## config.mk

```make
export PLATFORM = sky130hd
export DESIGN_NAME = pbcs_regs
export DESIGN_NICKNAME = d
export VERILOG_FILES = /design/src/core/pbcs_pkg.sv /design/src/core/pbcs_regs.sv
export SDC_FILE = /design/constraint.sdc
export NUM_CORES = 1
export LEC_CHECK = 0
export ABC_AREA = 0
export ABC_CLOCK_PERIOD_IN_PS = 2800
export BUFFER_PORTS_ARGS = -buffer_cell sky130_fd_sc_hd__buf_2
export CAP_MARGIN = 30
export CELL_PAD_IN_SITES_DETAIL_PLACEMENT = 0
export CELL_PAD_IN_SITES_GLOBAL_PLACEMENT = 1
export CORE_ASPECT_RATIO = 0.5
export CORE_MARGIN = 1.5
export CORE_UTILIZATION = 48
export CTS_CLUSTER_DIAMETER = 30
export DETAILED_ROUTE_END_ITERATION = 10
export PLACE_DENSITY_LB_ADDON = 0.1
export SLEW_MARGIN = 10
export SYNTH_ARGS = -nofsm -noshare
export SYNTH_HDL_FRONTEND = slang
export SYNTH_SLANG_ARGS = --single-unit
export TNS_END_PERCENT = 100
```

## constraint.sdc

```tcl
create_clock -name clk -period 2.8 [get_ports clk]
set_clock_uncertainty 0.1 [all_clocks]
set_input_delay 0.14 -clock clk [delete_from_list [all_inputs] [get_ports clk]]
set_output_delay 0.14 -clock clk [all_outputs]
set_load 0.02 [all_outputs]
```

## src/core/pbcs_pkg.sv

```systemverilog
/*
 * pbcs_pkg: constants, carrier structs and state types for the basic control and status register pair.
 * assumes a single 20 MHz core clock and a clause 22 management master outside.
 */
package pbcs_pkg;

   // register addresses on the management interface
   localparam logic [4:0] REG_CTRL = 5'h00;
   localparam logic [4:0] REG_STAT = 5'h01;

   // control field positions
   localparam int CTRL_RESET_BIT = 15;
   localparam int CTRL_LOOP_BIT = 14;
   localparam int CTRL_SPD_LSB_BIT = 13;
   localparam int CTRL_AUTONEG_ENABLE_BIT_BIT = 12;
   localparam int CTRL_PDOWN_BIT = 11;
   localparam int CTRL_ISO_BIT = 10;
   localparam int CTRL_AN_RESTART_BIT = 9;
   localparam int CTRL_DUPLEX_BIT = 8;
   localparam int CTRL_COLL_BIT = 7;
   localparam int CTRL_SPD_MSB_BIT = 6;
   localparam logic [15:0] CTRL_RESET_VAL = 16'h1140;
   localparam logic [15:0] CTRL_RW_MASK = 16'h7DC0;

   // status field positions and constant ability bits
   localparam int STAT_AN_DONE_BIT = 5;
   localparam int STAT_RFAULT_BIT = 4;
   localparam int STAT_LINK_BIT = 2;
   localparam int STAT_JABBER_BIT = 1;
   localparam logic [15:0] STAT_FIXED_VAL = 16'h7949;

   // management frame fields
   localparam logic [1:0] OP_WRITE = 2'h1;
   localparam logic [1:0] OP_READ = 2'h2;
   localparam logic [4:0] HDR_LAST = 5'h0B;
   localparam logic [4:0] TA_LAST = 5'h01;
   localparam logic [4:0] DATA_LAST = 5'h0F;
   localparam logic [4:0] DATA_BITS = 5'h10;
   localparam logic [4:0] SKIP_LAST = 5'h11;

   // speed codes {msb, lsb}
   localparam logic [1:0] SPD_10 = 2'h0;
   localparam logic [1:0] SPD_RESERVED = 2'h3;

   // soft reset hold time
   localparam int CLK_PERIOD_NS = 50;
   localparam int SOFT_RST_NS = 1000;
   localparam logic [7:0] SOFT_RST_CYCLES = 8'((SOFT_RST_NS + CLK_PERIOD_NS - 1) / CLK_PERIOD_NS);

   typedef enum logic [2:0] {MS_IDLE, MS_START, MS_HDR, MS_WTA, MS_WDATA, MS_RTA, MS_RDATA, MS_SKIP} pbcs_mdio_st_type;

   typedef struct packed {
      logic an_complete;
      logic link_up;
      logic remote_fault;
      logic jabber;
      logic [1:0] an_speed;
      logic an_full_duplex;
   } pbcs_core_status_type;

   typedef struct packed {
      logic core_reset;
      logic loopback_en;
      logic an_enable;
      logic an_restart;
      logic power_down;
      logic isolate;
      logic collision_test;
      logic [1:0] speed;
      logic full_duplex;
   } pbcs_core_ctrl_type;

   typedef struct packed {
      logic mdc_s1;
      logic mdc_s2;
      logic mdc_d;
      logic mdio_s1;
      logic mdio_s2;
      pbcs_mdio_st_type st;
      logic [4:0] bitcnt;
      logic [11:0] hdr;
      logic [4:0] reg_addr;
      logic [15:0] wdata;
      logic [15:0] rdata;
      logic mdio_out;
      logic mdio_oe;
      logic [15:0] ctrl;
      logic [7:0] rst_cnt;
      logic an_restart;
      logic rf_latch;
      logic jab_latch;
      logic link_low_seen;
   } pbcs_state_type;

endpackage : pbcs_pkg

```

## src/core/pbcs_regs.sv

```systemverilog
/*
 * pbcs_regs: management frame slave holding the basic control and status registers.
 * assumes mdc and mdio_in arrive from pins (synchronised here) and core status comes from the core clock.
 */
// Summary of operation
// - writing one to control bit 15 resets the core; bit clears when done
// - control bit 14 enables loopback; the loopback kind is chosen elsewhere
// - bits 13 low and 6 high select speed: 10 gigabit, 01 hundred, 00 ten
// - manual speed bits are ignored while auto-negotiation is enabled
// - bit 12 resets to one; cleared means manual speed and duplex apply
// - bit 11 powers the core down; resets to zero
// - bit 10 isolates the core from its data interface
// - writing one to bit 9 restarts auto-negotiation, bit clears itself
// - bit 8 selects full duplex when one; resets to one; manual mode only
// - bit 7 enables the collision test
// - control bits 5 to 0 always read zero
// - status bit 15 always reads zero
// - status bits 14 to 11 always read one
// - status bits 10 and 9 always read zero
// - status bit 8 reads one: extended status exists
// - status bit 7 always reads zero
// - status bit 6 reads one; frames without preamble are accepted
// - status bit 5 shows auto-negotiation complete
// - status bit 4 latches remote fault until status read or reset
// - status bit 3 reads one: auto-negotiation ability
// - status bit 2 shows link, held low after failure until status read
// - status bit 1 latches jabber detection
// - status bit 0 reads one: extended registers exist
`timescale 1ns/1ns
module pbcs_regs #(
   parameter logic [4:0] PHY_ADDR = 5'h01
) (
   input wire logic clk,
   input wire logic rstn,
   input wire logic mdc,
   input wire logic mdio_in,
   output logic mdio_out,
   output logic mdio_oe,
   input wire pbcs_pkg::pbcs_core_status_type core_stat,
   output pbcs_pkg::pbcs_core_ctrl_type core_ctrl
);

   pbcs_pkg::pbcs_state_type s_reg;
   pbcs_pkg::pbcs_state_type s_next;
   logic rise;
   logic stat_read;
   logic [15:0] stat_val;
   logic [15:0] ctrl_val;
   logic [11:0] hdr_new;
   logic [15:0] w_new;
   logic ctrl_wr;
   logic rst_wr;

   // status word assembly
   always_comb begin
      stat_val = pbcs_pkg::STAT_FIXED_VAL;
      stat_val[pbcs_pkg::STAT_AN_DONE_BIT] = core_stat.an_complete;
      stat_val[pbcs_pkg::STAT_RFAULT_BIT] = s_reg.rf_latch;
      stat_val[pbcs_pkg::STAT_LINK_BIT] = core_stat.link_up & ~s_reg.link_low_seen;
      stat_val[pbcs_pkg::STAT_JABBER_BIT] = s_reg.jab_latch;
      ctrl_val = s_reg.ctrl & pbcs_pkg::CTRL_RW_MASK;
      ctrl_val[pbcs_pkg::CTRL_RESET_BIT] = (s_reg.rst_cnt != 8'h00);
   end

   always_comb begin
      s_next = s_reg;
      s_next.mdc_s1 = mdc;
      s_next.mdc_s2 = s_reg.mdc_s1;
      s_next.mdc_d = s_reg.mdc_s2;
      s_next.mdio_s1 = mdio_in;
      s_next.mdio_s2 = s_reg.mdio_s1;
      s_next.an_restart = 1'b0;
      rise = s_reg.mdc_s2 & ~s_reg.mdc_d;
      stat_read = 1'b0;
      hdr_new = {s_reg.hdr[10:0], s_reg.mdio_s2};
      w_new = {s_reg.wdata[14:0], s_reg.mdio_s2};
      if (s_reg.rst_cnt != 8'h00) begin
         s_next.rst_cnt = s_reg.rst_cnt - 8'h01;
      end
      if (rise) begin
         case (s_reg.st)
            pbcs_pkg::MS_IDLE: begin
               // a zero after idle is the first start bit, preamble optional
               if (!s_reg.mdio_s2) begin
                  s_next.st = pbcs_pkg::MS_START;
               end
            end
            pbcs_pkg::MS_START: begin
               s_next.bitcnt = 5'h00;
               s_next.st = s_reg.mdio_s2 ? pbcs_pkg::MS_HDR : pbcs_pkg::MS_IDLE;
            end
            pbcs_pkg::MS_HDR: begin
               s_next.hdr = hdr_new;
               s_next.bitcnt = s_reg.bitcnt + 5'h01;
               if (s_reg.bitcnt == pbcs_pkg::HDR_LAST) begin
                  s_next.bitcnt = 5'h00;
                  s_next.reg_addr = hdr_new[4:0];
                  s_next.st = pbcs_pkg::MS_SKIP;
                  if (hdr_new[9:5] == PHY_ADDR && hdr_new[4:1] == 4'h0) begin
                     if (hdr_new[11:10] == pbcs_pkg::OP_READ) begin
                        s_next.st = pbcs_pkg::MS_RTA;
                     end else if (hdr_new[11:10] == pbcs_pkg::OP_WRITE) begin
                        s_next.st = pbcs_pkg::MS_WTA;
                     end
                  end
               end
            end
            pbcs_pkg::MS_WTA: begin
               s_next.bitcnt = s_reg.bitcnt + 5'h01;
               if (s_reg.bitcnt == pbcs_pkg::TA_LAST) begin
                  s_next.bitcnt = 5'h00;
                  s_next.st = pbcs_pkg::MS_WDATA;
               end
            end
            pbcs_pkg::MS_WDATA: begin
               s_next.wdata = w_new;
               s_next.bitcnt = s_reg.bitcnt + 5'h01;
               if (s_reg.bitcnt == pbcs_pkg::DATA_LAST) begin
                  s_next.st = pbcs_pkg::MS_IDLE;
                  if (s_reg.reg_addr == pbcs_pkg::REG_CTRL) begin
                     if (w_new[pbcs_pkg::CTRL_RESET_BIT]) begin
                        s_next.rst_cnt = pbcs_pkg::SOFT_RST_CYCLES;
                     end else begin
                        s_next.ctrl = w_new & pbcs_pkg::CTRL_RW_MASK;
                        s_next.an_restart = w_new[pbcs_pkg::CTRL_AN_RESTART_BIT];
                     end
                  end
               end
            end
            pbcs_pkg::MS_RTA: begin
               // drive the second turnaround bit low, snapshot the word
               s_next.mdio_oe = 1'b1;
               s_next.mdio_out = 1'b0;
               s_next.bitcnt = 5'h00;
               s_next.st = pbcs_pkg::MS_RDATA;
               if (s_reg.reg_addr == pbcs_pkg::REG_STAT) begin
                  s_next.rdata = stat_val;
                  stat_read = 1'b1;
               end else begin
                  s_next.rdata = ctrl_val;
               end
            end
            pbcs_pkg::MS_RDATA: begin
               if (s_reg.bitcnt == pbcs_pkg::DATA_BITS) begin
                  s_next.mdio_oe = 1'b0;
                  s_next.st = pbcs_pkg::MS_IDLE;
               end else begin
                  s_next.mdio_out = s_reg.rdata[15];
                  s_next.rdata = {s_reg.rdata[14:0], 1'b0};
                  s_next.bitcnt = s_reg.bitcnt + 5'h01;
               end
            end
            pbcs_pkg::MS_SKIP: begin
               s_next.bitcnt = s_reg.bitcnt + 5'h01;
               if (s_reg.bitcnt == pbcs_pkg::SKIP_LAST) begin
                  s_next.st = pbcs_pkg::MS_IDLE;
               end
            end
            default: begin
               s_next.st = pbcs_pkg::MS_IDLE;
               s_next.mdio_oe = 1'b0;
            end
         endcase
      end
      // latched bits: read clears, a new event in the same cycle wins
      if (stat_read) begin
         s_next.rf_latch = 1'b0;
         s_next.jab_latch = 1'b0;
         s_next.link_low_seen = 1'b0;
      end
      if (core_stat.remote_fault) begin
         s_next.rf_latch = 1'b1;
      end
      if (core_stat.jabber) begin
         s_next.jab_latch = 1'b1;
      end
      if (!core_stat.link_up) begin
         s_next.link_low_seen = 1'b1;
      end
      // soft reset restores control defaults and clears the high latches
      if (s_next.rst_cnt != 8'h00) begin
         s_next.ctrl = pbcs_pkg::CTRL_RESET_VAL;
         s_next.rf_latch = 1'b0;
         s_next.jab_latch = 1'b0;
         s_next.an_restart = 1'b0;
      end
   end

   always_ff @(posedge clk or negedge rstn) begin
      if (!rstn) begin
         s_reg <= '0;
         s_reg.ctrl <= pbcs_pkg::CTRL_RESET_VAL;
      end else begin
         s_reg <= s_next;
      end
   end

   // control outputs to the core
   always_comb begin
      core_ctrl.core_reset = (s_reg.rst_cnt != 8'h00);
      core_ctrl.loopback_en = s_reg.ctrl[pbcs_pkg::CTRL_LOOP_BIT];
      core_ctrl.an_enable = s_reg.ctrl[pbcs_pkg::CTRL_AUTONEG_ENABLE_BIT_BIT];
      core_ctrl.an_restart = s_reg.an_restart;
      core_ctrl.power_down = s_reg.ctrl[pbcs_pkg::CTRL_PDOWN_BIT];
      core_ctrl.isolate = s_reg.ctrl[pbcs_pkg::CTRL_ISO_BIT];
      core_ctrl.collision_test = s_reg.ctrl[pbcs_pkg::CTRL_COLL_BIT];
      if (s_reg.ctrl[pbcs_pkg::CTRL_AUTONEG_ENABLE_BIT_BIT]) begin
         core_ctrl.speed = core_stat.an_speed;
         core_ctrl.full_duplex = core_stat.an_full_duplex;
      end else begin
         core_ctrl.speed = {s_reg.ctrl[pbcs_pkg::CTRL_SPD_MSB_BIT], s_reg.ctrl[pbcs_pkg::CTRL_SPD_LSB_BIT]};
         if (core_ctrl.speed == pbcs_pkg::SPD_RESERVED) begin
            core_ctrl.speed = pbcs_pkg::SPD_10;
         end
         core_ctrl.full_duplex = s_reg.ctrl[pbcs_pkg::CTRL_DUPLEX_BIT];
      end
   end

   assign mdio_out = s_reg.mdio_out;
   assign mdio_oe = s_reg.mdio_oe;

   // last data bit of a control write, split by the soft reset bit
   assign ctrl_wr = rise && s_reg.st == pbcs_pkg::MS_WDATA && s_reg.bitcnt == pbcs_pkg::DATA_LAST
      && s_reg.reg_addr == pbcs_pkg::REG_CTRL && !w_new[pbcs_pkg::CTRL_RESET_BIT] && s_next.rst_cnt == 8'h00;
   assign rst_wr = rise && s_reg.st == pbcs_pkg::MS_WDATA && s_reg.bitcnt == pbcs_pkg::DATA_LAST
      && s_reg.reg_addr == pbcs_pkg::REG_CTRL && w_new[pbcs_pkg::CTRL_RESET_BIT];

   localparam int RST_SPAN = 20;
endmodule : pbcs_regs

```

==> impl_metrics.py <==
metrics = {
    "setup_path": {
        "path_cells": "ha_1 > and3_1 > ha_1 > nor2b_1 > and4bb_1 > nand2_1 > o2111ai_1 > buf_4 > a211o_1",
        "rr_worst_depth": 9,
        "critPathKind": "flip-flop to flip-flop",
        "path_buf_inv": 1,
        "critPathArrivalTime_ns": 2.50,
        "worstPathRequired_ns": 2.95,
        "reg2reg_from": "s_reg[79]",
        "crit_path_frequent_cell": "ha_1",
        "end_kind": "flip-flop",
        "critPathLaunch": "s_reg[79]",
        "crit_family": "simple AND/OR/NAND/NOR gates",
        "max_stage_delay_ns": 0.44,
        "crit_cells": 9,
        "worstPathMaxFanout": 11,
        "startpoint_type": "flip-flop",
        "crit_path_top_delay_cell": "dfrtp_1",
    },
    "floorplan": {
        "die_w_um": 130,
        "rows": 22,
        "start_util": 0.513,
        "dieArea_um2": 8700,
        "die_h_um": 66.7,
        "io_pins": 23,
        "core_area_um2": 7600,
    },
    "pwr": {
        "power.internal_w": 0.00218,
        "power_w": 0.00301,
        "power_frac_comb": 0.145,
        "clock_power_share": 0.384,
        "cellLeakagePower_nw": 2.12,
        "swShare": 0.276,
        "switching_power_w": 0.000832,
        "vdd.ir_drop.worst_mv": 0.332,
        "share_seq_of_total_power": 0.471,
        "powerDensity_nw_per_um2": 682,
    },
    "min_path": {
        "hold_path_class": "input pin to asynchronous set/reset pin",
    },
    "yosys": {
        "synthAdderAreaFrac": 0.0161,
        "synth_area_leaders": "dfrtp_1 51%, mux2_2 9.2%, nor2_1 3.9%",
        "synth_top_family_by_area": "simple AND/OR/NAND/NOR gates",
        "synth_compound_area_frac": 0.0909,
        "ys_seq_area_frac": 0.528,
        "synth_commonest_cells": "79 x dfrtp_1, 41 x nor2_1, 35 x nand2_1",
        "synth_top_area_cell": "dfrtp_1",
        "synth-xor-area-share": 0.0112,
        "netlist_instances": 357,
        "syn_nets": 373,
        "synth_top_area_frac": 0.507,
        "synth_edf_count": 0,
        "synthArstFlopShare": 1.00,
        "ys_types": 60,
        "synth_warnings": 0,
        "synthFlopType": "dfrtp_1",
        "synth_mux_area_frac": 0.114,
        "synth_seq_cells": 82,
        "yosys.area_share.simple": 0.192,
        "synth.avg_cell_area_um2": 10.9,
        "syn-cell-area_um2": 3900,
        "synth.most_common_cell": "dfrtp_1",
    },
    "routing": {
        "drt-initial-drc-count": 94,
        "drcViolationCount": 0,
        "via_per_inst": 5.33,
        "vias": 2612,
        "wl_per_cell_um": 15.2,
        "first_pass_iters": 4,
        "ant_nets": 0,
        "wirelength_mm": 7.43,
    },
    "timing": {
        "setup_viol": 0,
        "finalHoldViolCount": 0,
        "whs_ns": 0.225,
        "max_freq_mhz": 426,
        "maxSlewViolCount": 0,
        "tightest_slew_ns": 0.723,
        "finalSetupTns_ns": 0,
        "relSlewSlack": 0.518,
        "period_needed_ns": 2.35,
        "finalCritPeriodShare": 0.839,
        "grt_setup_unrepaired": "false",
    },
    "run": {
        "drv_cap": 0,
    },
    "clocking": {
        "cts_max_level": 3,
        "post_cts_resized": 0,
        "clock_path_buffers": 2,
        "clockRootBuffer": "clkbuf_16",
        "postCtsHoldBufs": 7,
        "numCtsBuffers": 9,
        "post_cts_buffers": 0,
        "numClockSinks": 82,
        "clk_pin_slew_ns": 0.06,
        "clock_latency_ns": 0.33,
        "cts_tree": "done",
    },
    "status": {
        "outcome": "complete, no violations",
    },
    "placement": {
        "place_area_um2": 4040,
        "place_congestion": 0.803,
        "dp_hpwl_mm": 5.08,
        "numPortBuffers": 22,
    },
    "global_route": {
        "met1_usage": 0.258,
        "grt_pass1_wl_mm": 12.6,
        "antenna_found_initial": 0,
        "grt_pass1_vias": 2580,
        "grt.total_usage": 0.191,
        "use_met2": 0.303,
        "grt_start_max_net_pins": 49,
        "grt_util_met3": 0.0602,
        "top_usage_layer": "met2",
        "globalRouteOverflowTotal": 0,
    },
    "layout": {
        "finish.utilization": 0.580,
        "diodes": 0,
        "largest_reg_flops": 56,
        "n_fill_cell": 669,
        "nNetsFinal": 393,
        "area_growth_syn_to_layout_pct": 13.2,
        "drive_above_1_share": 0.233,
        "fin_area_um2": 4410,
    },
}
[final timing paths]
kind	to	slack (ns)
worst max-delay path	core_ctrl[7]	0.45
worst min-delay path	s_reg[4]	0.22
worst max register to register	core_ctrl[7]	0.45
worst min register to register	hdr_new[0]	0.25
max in group asynchronous	ctrl_val[6]	1.72
min in group clk	hdr_new[0]	0.25
[power groups by stage]
stage / registers [W] / logic (W) / clock network, W
after CTS: 0.00141 / 0.000443 / 0.00119
after global routing: 0.00143 / 0.000496 / 0.00124
after floorplan: 0.00136 / 0.000390 / 0
after detailed placement: 0.00143 / 0.000432 / 0
final: 0.00142 / 0.000437 / 0.00115
after global placement: 0.00143 / 0.000417 / 0
[final cells by class]
cell class / count / area (um2) / share of cell area
sequential: 82 / 2060 / 0.466
timing repair buffer: 34 / 240 / 0.0545
inverter: 8 / 30.0 / 0.00681
tap: 108 / 135 / 0.0306
clock buffer: 10 / 229 / 0.0519
clock inverter: 6 / 67.6 / 0.0153
multi-input combinational: 242 / 1650 / 0.375
[worst register-to-register path: stages, from the launching register on]
cell	delay [ns]
dfrtp_1	0.44
ha_1	0.28
and3_1	0.20
ha_1	0.18
nor2b_1	0.12
and4bb_1	0.25
nand2_1	0.15
o2111ai_1	0.13
buf_4	0.20
a211o_1	0.23
[cell families (layout without fill, tap and decap cells)]
| family | after synthesis | after routing |
|---|---|---|
| AO/OA/AOI/OAI | 51 | 51 |
| buffers and inverters | 33 | 58 |
| flip-flops | 82 | 82 |
| XOR/XNOR | 5 | 5 |
| multiplexers | 40 | 40 |
| AND/OR/NAND/NOR | 141 | 141 |
| adder cells (fa/ha/maj) | 5 | 5 |
[per-layer routing]
metal	up-vias	wire, um
li1	1289	-
met1	1280	3850
met2	39	3330
met3	4	231
met4	0	27
met5	-	0
[per-stage QoR]
stage	setup WS, ns	std cells
floorplan	0.657	357
global route	0.308	490
global placement	0.533	466
CTS	0.457	490
finish	0.451	490
detailed placement	0.479	467
[layout by cell type (no fill, tap or decap), types with 4 or more instances in the layout]
cell type	n
o31ai_1	11
o21ai_0	11
buf_2	21
inv_1	8
ha_1	5
nor2_1	41
buf_4	5
nand3b_1	4
a21oi_1	8
nand2b_1	7
clkbuf_16	9
nand2_1	35
mux2i_1	5
xnor2_1	4
dlygate4sd3_1	7
dfrtp_1	79
nand3_1	9
nor2b_1	6
a31oi_1	6
nor3_1	9
mux2_2	32
Power figures use the tool's default switching activity.
